===== config.mk =====
export PLATFORM = sky130hd
export DESIGN_NAME = svs_supply_sense
export DESIGN_NICKNAME = d
export VERILOG_FILES = /design/src/svs_pkg.sv /design/src/svs_event_latch.sv /design/src/svs_supply_sense.sv
export SDC_FILE = /design/constraint.sdc
export NUM_CORES = 1
export LEC_CHECK = 0
export BUFFER_PORTS_ARGS = -buffer_cell sky130_fd_sc_hd__buf_2
export CELL_PAD_IN_SITES_DETAIL_PLACEMENT = 0
export CELL_PAD_IN_SITES_GLOBAL_PLACEMENT = 2
export CORE_MARGIN = 1.5
export CORE_UTILIZATION = 31
export DETAILED_ROUTE_END_ITERATION = 10
export GPL_ROUTABILITY_DRIVEN = 0
export GPL_TIMING_DRIVEN = 0
export HOLD_SLACK_MARGIN = 0.15
export PLACE_DENSITY = 0.85
export SYNTH_ARGS = -nofsm -noshare
export SYNTH_HDL_FRONTEND = slang
export SYNTH_HIERARCHICAL = 1
export SYNTH_SLANG_ARGS = --single-unit

===== constraint.sdc =====
create_clock -name CLK -period 1.3 [get_ports CLK]
set_input_delay 0.065 -clock CLK [delete_from_list [all_inputs] [get_ports CLK]]
set_output_delay 0.065 -clock CLK [all_outputs]
set_load 0.01 [all_outputs]

===== src/svs_pkg.sv =====
// package: register map, field layout and reset values of the supply voltage sensor
package svs_pkg;

	localparam int ADDR_W = 3;
	localparam int DATA_W = 8;

	// ----------------------------------------------------------------
	// register offsets
	// ----------------------------------------------------------------
	localparam logic [2:0] OFF_ENABLE_CONTROL = 3'h0;
	localparam logic [2:0] OFF_CONDITION_STATUS = 3'h1;
	localparam logic [2:0] OFF_INTERRUPT_ENABLE = 3'h2;
	localparam logic [2:0] OFF_INTERRUPT_FLAGS = 3'h3;

	// ----------------------------------------------------------------
	// control register fields
	// ----------------------------------------------------------------
	localparam int BIT_BATT_LEVEL_SENSE_EN = 0;
	localparam int BIT_BATT_ADC_CONNECT_EN = 1;
	localparam int BIT_SUPPLY_LEVEL_SENSE_EN = 2;
	localparam int BIT_SUPPLY_ADC_CONNECT_EN = 3;
	localparam int BIT_LOW_SEL_LO = 4;
	localparam int BIT_LOW_SEL_HI = 5;
	localparam int BIT_HIGH_THRESHOLD_SELECT = 6;
	localparam logic [7:0] CTRL_IMPL_MASK = 8'h7F;

	// ----------------------------------------------------------------
	// status, enable and flag fields (same layout)
	// ----------------------------------------------------------------
	localparam int BIT_LOW = 0;
	localparam int BIT_HIGH = 1;

	// ----------------------------------------------------------------
	// reset values
	// ----------------------------------------------------------------
	localparam logic [7:0] CTRL_RESET = 8'h00;
	localparam logic [1:0] IRQ_EN_RESET = 2'h0;
	localparam logic [1:0] FLAGS_RESET = 2'h0;
	localparam logic [7:0] READ_ZERO = 8'h00;

endpackage


===== src/svs_event_latch.sv =====
// module: synchronises the comparator outputs and latches change events into w1c flags
`timescale 1ns/100ps

module svs_event_latch (
	// clock and reset
	input wire logic clk,
	input wire logic nrst,
	// comparator levels from the analog side
	input wire logic [1:0] cond_async,
	// sensing enabled; events are masked while off
	input wire logic sense_on,
	// software clear, one bit per flag
	input wire logic [1:0] clear,
	// results
	output logic [1:0] cond,
	output logic [1:0] flags
);

	logic [1:0] sync1_reg, sync1_next;
	logic [1:0] cond_reg, cond_next;
	logic [1:0] last_reg, last_next;
	logic [1:0] flags_reg, flags_next;
	logic [1:0] change;

	always_comb begin
		sync1_next = cond_async;
		cond_next = sync1_reg;
		last_next = cond_reg;
		// only the second stage feeds the edge detector, never the possibly metastable first
		// comparator output is meaningless while the divider is open
		change = sense_on ? (cond_reg ^ last_reg) : 2'h0;
		// set wins over a clear in the same cycle
		flags_next = (flags_reg & ~clear) | change;
	end

	always_ff @(posedge clk) begin
		if (!nrst) begin
			sync1_reg <= 2'h0;
			cond_reg <= 2'h0;
			last_reg <= 2'h0;
			flags_reg <= svs_pkg::FLAGS_RESET;
		end else begin
			sync1_reg <= sync1_next;
			cond_reg <= cond_next;
			last_reg <= last_next;
			flags_reg <= flags_next;
		end
	end

	assign cond = cond_reg;
	assign flags = flags_reg;

	property p_change_sets_flag;
		@(posedge clk) disable iff (!nrst)
		(sense_on && (cond_reg[1] != last_reg[1])) |=> flags_reg[1];
	endproperty
	a_change_sets_flag: assert property (p_change_sets_flag)
		else $error("high condition change did not set its flag");

	property p_low_change_sets_flag;
		@(posedge clk) disable iff (!nrst)
		(sense_on && (cond_reg[0] != last_reg[0])) |=> flags_reg[0];
	endproperty
	a_low_change_sets_flag: assert property (p_low_change_sets_flag)
		else $error("low condition change did not set its flag");

	property p_clear_only_by_write;
		@(posedge clk) disable iff (!nrst)
		($past(flags_reg[0]) && !flags_reg[0]) |-> $past(clear[0]);
	endproperty
	a_clear_only_by_write: assert property (p_clear_only_by_write)
		else $error("low flag fell without a clear");

endmodule


===== src/svs_supply_sense.sv =====
// module: supply voltage sensor control, register file and interrupt
//
// Our own choice: the strobed register port.
`timescale 1ns/100ps

// Summary of operation
// run mode closes battery divider if its level-sense or ADC enable is set.
// run mode closes supply divider if its level-sense or ADC enable is set.
// with both level-sense enables, comparator takes the battery-sense pin.
// with both ADC enables, ADC takes divided battery-sense voltage.
// stop mode opens both dividers and disables level sensing.
// stop mode leaves configuration register contents untouched.
// four registers decoded at offsets 0x0 to 0x3.
// one selected voltage drives comparator producing low and high events.
// at most one voltage routed to the ADC at once.
// setting battery level-sense clears supply level-sense; supply sets only if clear.
// setting battery ADC enable clears supply ADC enable.
// each flag set on change of its condition, cleared by writing one.
// interrupt requested while a flag is set with its enable.
// unimplemented bits and reserved offsets read zero, ignore writes.

module svs_supply_sense #(
	parameter int ADDR_W = svs_pkg::ADDR_W,
	parameter int DATA_W = svs_pkg::DATA_W
) (
	// clock and reset
	input wire logic CLK,
	input wire logic NRST,
	// register port
	input wire logic [ADDR_W-1:0] ADDR,
	input wire logic [DATA_W-1:0] WDATA,
	input wire logic WR,
	input wire logic RD,
	output logic [DATA_W-1:0] RDATA,
	// system power mode
	input wire logic STOP_MODE,
	// analog comparator outcomes (asynchronous)
	input wire logic HIGH_VOLTAGE_CONDITION_IN,
	input wire logic LOW_VOLTAGE_CONDITION_IN,
	// analog path controls
	output logic BATT_PATH_CLOSE,
	output logic SUPPLY_PATH_CLOSE,
	output logic CMP_SELECT_BATT,
	output logic CMP_ENABLE,
	output logic ADC_SELECT_BATT,
	output logic ADC_SELECT_SUPPLY,
	output logic HIGH_THRESHOLD_SELECT,
	output logic [1:0] LOW_THRESHOLD_SELECT,
	// interrupt
	output logic IRQ
);

	// ----------------------------------------------------------------
	// register state
	// ----------------------------------------------------------------
	logic [7:0] ctrl_reg, ctrl_next;
	logic [1:0] irq_en_reg, irq_en_next;
	logic [DATA_W-1:0] rdata_reg, rdata_next;
	logic stop_s1_reg, stop_s1_next;
	logic stop_reg, stop_next;
	logic batt_path_reg, batt_path_next;
	logic supply_path_reg, supply_path_next;
	logic cmp_batt_reg, cmp_batt_next;
	logic cmp_en_reg, cmp_en_next;
	logic adc_batt_reg, adc_batt_next;
	logic adc_supply_reg, adc_supply_next;
	logic high_sel_reg, high_sel_next;
	logic [1:0] low_sel_reg, low_sel_next;
	logic irq_reg, irq_next;
	logic [1:0] flag_clear;
	logic [1:0] cond;
	logic [1:0] flags;

	function automatic logic hit(input logic [ADDR_W-1:0] a, input logic [2:0] off);
		hit = (a == ADDR_W'(off));
	endfunction

	// ----------------------------------------------------------------
	// control register write with precedence
	// ----------------------------------------------------------------
	always_comb begin
		logic [7:0] w;
		w = WDATA[7:0] & svs_pkg::CTRL_IMPL_MASK;
		ctrl_next = ctrl_reg;
		irq_en_next = irq_en_reg;
		flag_clear = 2'h0;
		// stop mode never touches these, so settings resume afterwards
		if (WR && hit(ADDR, svs_pkg::OFF_ENABLE_CONTROL)) begin
			if (w[svs_pkg::BIT_BATT_LEVEL_SENSE_EN])
				w[svs_pkg::BIT_SUPPLY_LEVEL_SENSE_EN] = 1'b0;
			if (w[svs_pkg::BIT_BATT_ADC_CONNECT_EN])
				w[svs_pkg::BIT_SUPPLY_ADC_CONNECT_EN] = 1'b0;
			ctrl_next = w;
		end
		if (WR && hit(ADDR, svs_pkg::OFF_INTERRUPT_ENABLE)) begin
			irq_en_next = WDATA[1:0];
		end
		if (WR && hit(ADDR, svs_pkg::OFF_INTERRUPT_FLAGS)) begin
			flag_clear = WDATA[1:0];
		end
	end

	// ----------------------------------------------------------------
	// read mux, answer in the following cycle
	// ----------------------------------------------------------------
	always_comb begin
		rdata_next = '0;
		if (RD) begin
			if (hit(ADDR, svs_pkg::OFF_ENABLE_CONTROL))
				rdata_next = DATA_W'(ctrl_reg);
			else if (hit(ADDR, svs_pkg::OFF_CONDITION_STATUS))
				rdata_next = DATA_W'(cond);
			else if (hit(ADDR, svs_pkg::OFF_INTERRUPT_ENABLE))
				rdata_next = DATA_W'(irq_en_reg);
			else if (hit(ADDR, svs_pkg::OFF_INTERRUPT_FLAGS))
				rdata_next = DATA_W'(flags);
			else
				rdata_next = DATA_W'(svs_pkg::READ_ZERO);
		end
	end

	// ----------------------------------------------------------------
	// analog path steering
	// ----------------------------------------------------------------
	always_comb begin
		logic bls, bae, sls, sae;
		bls = ctrl_reg[svs_pkg::BIT_BATT_LEVEL_SENSE_EN];
		bae = ctrl_reg[svs_pkg::BIT_BATT_ADC_CONNECT_EN];
		sls = ctrl_reg[svs_pkg::BIT_SUPPLY_LEVEL_SENSE_EN];
		sae = ctrl_reg[svs_pkg::BIT_SUPPLY_ADC_CONNECT_EN];
		stop_s1_next = STOP_MODE;
		stop_next = stop_s1_reg;
		batt_path_next = !stop_reg && (bls || bae);
		supply_path_next = !stop_reg && (sls || sae);
		cmp_en_next = !stop_reg && (bls || sls);
		cmp_batt_next = bls;
		adc_batt_next = !stop_reg && bae;
		adc_supply_next = !stop_reg && sae && !bae;
		high_sel_next = ctrl_reg[svs_pkg::BIT_HIGH_THRESHOLD_SELECT];
		low_sel_next = ctrl_reg[svs_pkg::BIT_LOW_SEL_HI:svs_pkg::BIT_LOW_SEL_LO];
		irq_next = |(flags & irq_en_reg);
	end

	always_ff @(posedge CLK) begin
		if (!NRST) begin
			ctrl_reg <= svs_pkg::CTRL_RESET;
			irq_en_reg <= svs_pkg::IRQ_EN_RESET;
			rdata_reg <= '0;
			stop_s1_reg <= 1'b0;
			stop_reg <= 1'b0;
			batt_path_reg <= 1'b0;
			supply_path_reg <= 1'b0;
			cmp_batt_reg <= 1'b0;
			cmp_en_reg <= 1'b0;
			adc_batt_reg <= 1'b0;
			adc_supply_reg <= 1'b0;
			high_sel_reg <= 1'b0;
			low_sel_reg <= 2'h0;
			irq_reg <= 1'b0;
		end else begin
			ctrl_reg <= ctrl_next;
			irq_en_reg <= irq_en_next;
			rdata_reg <= rdata_next;
			stop_s1_reg <= stop_s1_next;
			stop_reg <= stop_next;
			batt_path_reg <= batt_path_next;
			supply_path_reg <= supply_path_next;
			cmp_batt_reg <= cmp_batt_next;
			cmp_en_reg <= cmp_en_next;
			adc_batt_reg <= adc_batt_next;
			adc_supply_reg <= adc_supply_next;
			high_sel_reg <= high_sel_next;
			low_sel_reg <= low_sel_next;
			irq_reg <= irq_next;
		end
	end

	// ----------------------------------------------------------------
	// comparator events
	// ----------------------------------------------------------------
	svs_event_latch u_events (
		.clk(CLK),
		.nrst(NRST),
		.cond_async({HIGH_VOLTAGE_CONDITION_IN, LOW_VOLTAGE_CONDITION_IN}),
		.sense_on(cmp_en_reg),
		.clear(flag_clear),
		.cond(cond),
		.flags(flags)
	);

	assign RDATA = rdata_reg;
	assign BATT_PATH_CLOSE = batt_path_reg;
	assign SUPPLY_PATH_CLOSE = supply_path_reg;
	assign CMP_SELECT_BATT = cmp_batt_reg;
	assign CMP_ENABLE = cmp_en_reg;
	assign ADC_SELECT_BATT = adc_batt_reg;
	assign ADC_SELECT_SUPPLY = adc_supply_reg;
	assign HIGH_THRESHOLD_SELECT = high_sel_reg;
	assign LOW_THRESHOLD_SELECT = low_sel_reg;
	assign IRQ = irq_reg;

	// ----------------------------------------------------------------
	// checks
	// ----------------------------------------------------------------
	property p_batt_path;
		@(posedge CLK) disable iff (!NRST)
		##1 batt_path_reg == (!$past(stop_reg) && ($past(ctrl_reg[0]) || $past(ctrl_reg[1])));
	endproperty
	a_batt_path: assert property (p_batt_path)
		else $error("battery divider path wrong");

	property p_supply_path;
		@(posedge CLK) disable iff (!NRST)
		(!stop_reg && (ctrl_reg[2] || ctrl_reg[3])) |=> supply_path_reg;
	endproperty
	a_supply_path: assert property (p_supply_path)
		else $error("supply divider path not closed");

	property p_cmp_prec;
		@(posedge CLK) disable iff (!NRST)
		ctrl_reg[0] |=> CMP_SELECT_BATT;
	endproperty
	a_cmp_prec: assert property (p_cmp_prec)
		else $error("comparator not on battery-sense pin");

	property p_adc_prec;
		@(posedge CLK) disable iff (!NRST)
		(!stop_reg && ctrl_reg[1]) |=> (ADC_SELECT_BATT && !ADC_SELECT_SUPPLY);
	endproperty
	a_adc_prec: assert property (p_adc_prec)
		else $error("adc precedence broken");

	property p_stop_open;
		@(posedge CLK) disable iff (!NRST)
		STOP_MODE [*3] |=> !BATT_PATH_CLOSE && !SUPPLY_PATH_CLOSE && !CMP_ENABLE;
	endproperty
	a_stop_open: assert property (p_stop_open)
		else $error("paths not open in stop mode");

	property p_ctrl_kept;
		@(posedge CLK) disable iff (!NRST)
		!(WR && ADDR == ADDR_W'(svs_pkg::OFF_ENABLE_CONTROL)) |=> $stable(ctrl_reg);
	endproperty
	a_ctrl_kept: assert property (p_ctrl_kept)
		else $error("control changed without a write");

	property p_adc_one;
		@(posedge CLK) disable iff (!NRST)
		!(ADC_SELECT_BATT && ADC_SELECT_SUPPLY);
	endproperty
	a_adc_one: assert property (p_adc_one)
		else $error("two voltages on adc");

	property p_excl;
		@(posedge CLK) disable iff (!NRST)
		!(ctrl_reg[0] && ctrl_reg[2]) && !(ctrl_reg[1] && ctrl_reg[3]);
	endproperty
	a_excl: assert property (p_excl)
		else $error("both enables of a pair set");

	property p_irq;
		@(posedge CLK) disable iff (!NRST)
		##1 IRQ == |($past(flags) & $past(irq_en_reg));
	endproperty
	a_irq: assert property (p_irq)
		else $error("interrupt level wrong");

	property p_rsvd;
		@(posedge CLK) disable iff (!NRST)
		(RD && ADDR > ADDR_W'(svs_pkg::OFF_INTERRUPT_FLAGS)) |=> RDATA == '0;
	endproperty
	a_rsvd: assert property (p_rsvd)
		else $error("reserved offset read nonzero");

	property p_supply_adc;
		@(posedge CLK) disable iff (!NRST)
		(!stop_reg && ctrl_reg[svs_pkg::BIT_SUPPLY_ADC_CONNECT_EN]
			&& !ctrl_reg[svs_pkg::BIT_BATT_ADC_CONNECT_EN]) |=> ADC_SELECT_SUPPLY;
	endproperty
	a_supply_adc: assert property (p_supply_adc)
		else $error("supply adc path not connected");

	property p_stop_adc;
		@(posedge CLK) disable iff (!NRST)
		STOP_MODE [*3] |=> !ADC_SELECT_BATT && !ADC_SELECT_SUPPLY;
	endproperty
	a_stop_adc: assert property (p_stop_adc)
		else $error("adc still connected in stop mode");

	property p_ctrl_read;
		@(posedge CLK) disable iff (!NRST)
		(RD && ADDR == ADDR_W'(svs_pkg::OFF_ENABLE_CONTROL)) |=> RDATA == DATA_W'($past(ctrl_reg));
	endproperty
	a_ctrl_read: assert property (p_ctrl_read)
		else $error("control read data wrong");

	property p_rdata_idle;
		@(posedge CLK) disable iff (!NRST)
		!RD |=> RDATA == '0;
	endproperty
	a_rdata_idle: assert property (p_rdata_idle)
		else $error("read data not zero outside a read");

	property p_ctrl_unimpl;
		@(posedge CLK) disable iff (!NRST)
		(ctrl_reg & ~svs_pkg::CTRL_IMPL_MASK) == 8'h00;
	endproperty
	a_ctrl_unimpl: assert property (p_ctrl_unimpl)
		else $error("unimplemented control bit set");

endmodule


Word level (Yosys, flattened, before mapping)
Index checks and enable logic that the tools add are counted.
Operators by class
  eq/ne operators: 3
  mux-type cells: 8
  bitwise logic cells: 6
  reductions and logical operators: 18
Operators by type and width (count)
  2-bit two-way mux: 5
  1-bit logical AND: 9
  7-bit two-way mux: 1
  3-bit by 2-bit == test with 1-bit output (second input constant): 2
  2-bit AND: 2
  4-bit OR reduction: 1
  3-bit by 1-bit == test with 1-bit output (second input constant): 1
  3-bit zero test: 1
  1-bit logical OR: 3
  1-bit zero test: 2
  1-bit two-way mux: 2
  2-bit NOT: 1
  2-bit OR: 1
  2-bit AND reduction: 1
  2-bit OR reduction: 1
  2-bit XOR: 1
  1-bit NOT: 1
Word-level totals
  flip-flop bits (word level): 37
  input port bits: 18
  output and inout port bits: 18
  logic and storage cells: 54

Logic depth before layout (Yosys ltp)
  word-level depth: 6
  mapped depth: 4
  mapped depth without buffers: 4

By module
The synthesis kept the hierarchy.
By module, submodules not included
  svs_supply_sense: times used 1, cells each 93, area an instance 1019.7 µm², sequential area each 560.5 µm²
  svs_event_latch: times used 1, cells each 21, area an instance 254.0 µm², sequential area each 160.2 µm²

Least setup slack after synthesis
OpenSTA, ideal clock, no wires.
  path type: register to register
  start: register u_events.cond_reg[0], in the netlist u_events/cond[0]
  end: register rdata_reg[0], in the netlist RDATA[0]
  library setup time: 0.127 ns
  arrival: 0.899 ns
  required time: 1.173 ns
  path slack: 0.274 ns
  stages on the path, launching flop included: 3
  path buffers: 0
  clock period less this slack: 1.026 ns
  cells stage by stage: dfxtp_1 mux4_1 nor2b_1
On the way
  word-level cells in the longest chain between the ends: 2
RTL lines
  start, declared: line svs_event_latch.sv:20  | logic [1:0] cond_reg, cond_next;
  start signal, assigned: line svs_event_latch.sv:44  | cond_reg <= cond_next;
  2-bit two-way mux: line svs_supply_sense.sv:111  | else if (hit(ADDR, svs_pkg::OFF_CONDITION_STATUS))
  7-bit two-way mux: line svs_supply_sense.sv:109  | if (hit(ADDR, svs_pkg::OFF_ENABLE_CONTROL))
  end signal, assigned: line svs_supply_sense.sv:163  | rdata_reg <= rdata_next;
  end, declared: line svs_supply_sense.sv:58  | logic [DATA_W-1:0] rdata_reg, rdata_next;
No other way between the ends.
A chain may end at the register's enable or synchronous reset.

Final worst setup path
  start: input port WDATA[3]
  end: register ctrl_reg[3]
On the way
  word-level cells in the longest chain between the ends: 1
RTL lines
  start, declared: line svs_supply_sense.sv:31  | input wire logic [DATA_W-1:0] WDATA,
  1-bit two-way mux: line svs_supply_sense.sv:91  | if (w[svs_pkg::BIT_BATT_ADC_CONNECT_EN])
  end signal, assigned: line svs_supply_sense.sv:146  | ctrl_reg <= svs_pkg::CTRL_RESET;
  end signal, assigned: line svs_supply_sense.sv:161  | ctrl_reg <= ctrl_next;
  end, declared: line svs_supply_sense.sv:56  | logic [7:0] ctrl_reg, ctrl_next;
No other way between the ends.

==> results.md <==
- Outcome: complete, no violations
- R2R setup slack: 0.21 ns
- Htree depth: 2
- TNS Setup: 0 ns
- Cell-by-cell trace of the critical path: dlygate4sd3_1 -> buf_2 -> nand3b_1 -> dlygate4sd3_1 -> mux2i_1
- F_max: between 0.8 and 0.9 GHz
- Post-layout min period: ~1.2 ns
- Vias per std cell: 4.42
- Worst-path fanout max: 1
- GRT Util Overall: around an eighth
- Total CTS buffers: 5
- Max IR drop VDD: 595 uV
- Setup ws final: between 0.08 and 0.09 ns
- Port bufs: 33
- Top post-synthesis cells by count: dfxtp_1 (36), nand2_1 (14), mux2i_1 (9), nor2_1 (7), and2_2 (6)
- Initial antenna violation count: 0
- Data required time of the critical path: 1.47 ns
- CTS Root Cell: clkbuf_8
- Crit-path max cell delay: 0.55 ns
- Iter 0 DRT Violations: 31
- Starting Density: 32.1%
- Total power: 2.02 mW
- Post-CTS Resized: 0
- Syn Nets: 132
- Setup Viol. Count Final: 0
- Vias after detailed routing: between 900 and 1000
- Cell variety after synth: 26
- TritonCTS clock tree: done
- Antenna Cells: 0
- Reg2reg start: ctrl_reg[0]
- HP Start: NRST
- Clk pin slew, worst setup/hold paths: roughly 0.07 ns
- First-pass iteration count of the detailed router: 5
- Reg2reg end: RDATA[0]
- FF-to-FF path depth: 2
- Largest net degree at the start of global routing: 11
- Antenna-violating nets left: 0
- Hold Path Class: input pin to flop
- Critical path arrival: 1.39 ns
- Top cells by area, synth: dfxtp_1 (57%), mux2i_1 (7.1%), nand2_1 (4.1%), and2_2 (3.5%), nor4b_1 (3.4%)
- IO Count: 36
- Final nets: 187
- Hpwl dp: between 1.5 and 2 mm
- Ys flop type: dfxtp_1
- Most frequent CP cell: dlygate4sd3_1
- Slew Viols, Final: 0
- Die ar.: roughly 0.0045 mm2
- Drt wl/cell: 11.6 um
- First-pass GRT wire length: approximately 4 mm
- Syn_area_per_cell: 11.2 um2
- FF+latch count, synth: 36
- Hold Fails Final Rpt: 0
- Layout Area Growth over Synthesis: 35.8%
- Layout cell share with drive strength beyond 1: 33.1%
- Die Y: ~67 um
- Sequential area share after synthesis: 56.6%
- Cell count after synthesis: between 100 and 150
- Crit. End Element: flop
- Fill count: 409
- Crit start category: input pin
- Post-synth EDFFs: 0
- Hold Path Stages: 3
- Final Cycle Share: 93.5%
- Leakage Power: 0.756 nW
- RSZ-0062 raised after global routing: no
- DP Worst Slack: between 0.2 and 0.25 ns
- Final core occ: 43.5%
- Drc violations: 0
- P per Cell Area: between 1000 and 1500 mW/mm2
- Yosys top cell by area: dfxtp_1
- Clk_lat worst skew: around 0.28 ns
- Grt total ovfl: 0
- # rows: 23
- Synth warn: 6
- Max-Cap Viols: 0
- Synth top area share: 56.6%
- Crit path kind: input pin to flop
- Asr flop ratio synth: 0%
- # clock sinks: 36
- Die W: roughly 67 um
- Top-count cell post-synth: dfxtp_1
- Clock skew: 0.00733 ns
- Slowest stage cell, crit path: dlygate4sd3_1
- Largest buffer count on any clock path: 2
- Core area: 0.00397 mm2
- Vias in the first global route: 864
- Post-synthesis cell area: between 0.001 and 0.0015 mm2
- Worst Hold Path EP: ADC_SELECT_BATT
- Routed wire length: 2.53 mm
## cell usage in the layout, fill, tap and decap left out, types with 6 or more instances in the layout
| master | n |
|---|---|
| nand2_1 | 14 |
| buf_2 | 36 |
| dlygate4sd3_1 | 15 |
| dfxtp_1 | 36 |
| and2_2 | 6 |
| mux2i_1 | 9 |
| nor2_1 | 7 |
## cell type report
| type | instances | area (um2) | share of cell area, % |
|---|---|---|---|
| Multi-Input combinational cell | 67 | 493 | 28.5 |
| Sequential cell | 36 | 721 | 41.7 |
| Buffer | 6 | 41.3 | 2.39 |
| Inverter | 5 | 18.8 | 1.09 |
| Timing Repair Buffer | 48 | 315 | 18.2 |
| Clock buffer | 6 | 72.6 | 4.20 |
| Clock inverter | 1 | 5.00 | 0.289 |
| Tap cell | 50 | 62.6 | 3.62 |
## cell families after synthesis
kind of cell	count (synthesis)	share of synthesized area, %
xor gates and xnor gates	2	1.38
muxes	11	10.9
other	1	0.294
AOI/OAI and AO/OA	3	1.38
buffers and inverters	11	4.71
DFF	36	56.6
and+or+nand+nor	50	24.8
## worst max-delay path: cells and delay by family
kind	cells	cell delay [ns]
and+or+nand+nor	1	0.06
muxes	1	0.06
buffers and inverters	3	1.20
## report_power, final
group          switching, mW  internal [mW]  total (mW)
registers            0.00958           1.12        1.13
logic                 0.0682         0.0887       0.157
clock network          0.363          0.364       0.727
## stage by stage
stage               instance area, um2  hold WS [ns]  cells
finish                            1730         0.177    219
global route                      1730         0.177    219
CTS                               1730         0.167    219
detailed placement                1500         0.278    197
global placement                  1500         0.276    197
floorplan                         1270         0.192    114
## per-layer routing
layer	part of all wire [%]	wire (um)	up-vias	GRT usage, %
met4	2.8	72	0	6.89
met1	45	1150	441	15.0
met3	6.2	157	10	5.41
met2	45	1150	31	19.3
li1	-	-	485	-
met5	0	0	-	0
## how the worst max path moves through the flow
| stage | cells past startpoint | startpoint | slack, ns | end |
|---|---|---|---|---|
| after CTS | 5 | WDATA[2] | 0.09 | ctrl_reg[2] |
| after global placement | 2 | ctrl_reg[0] | 0.21 | RDATA[0] |
| after detailed placement | 2 | ctrl_reg[0] | 0.21 | RDATA[0] |
| after floorplan | 2 | u_events/cond[0] | 0.27 | RDATA[0] |
| after global routing | 5 | WDATA[2] | 0.04 | ctrl_reg[2] |
| final | 5 | WDATA[3] | 0.08 | ctrl_reg[3] |
## repair_timing
item	in CTS	in global routing
hold endpoints to repair	19	0
hold buffers	15	0
setup buffers	0	0
Power figures use the tool's default switching activity.
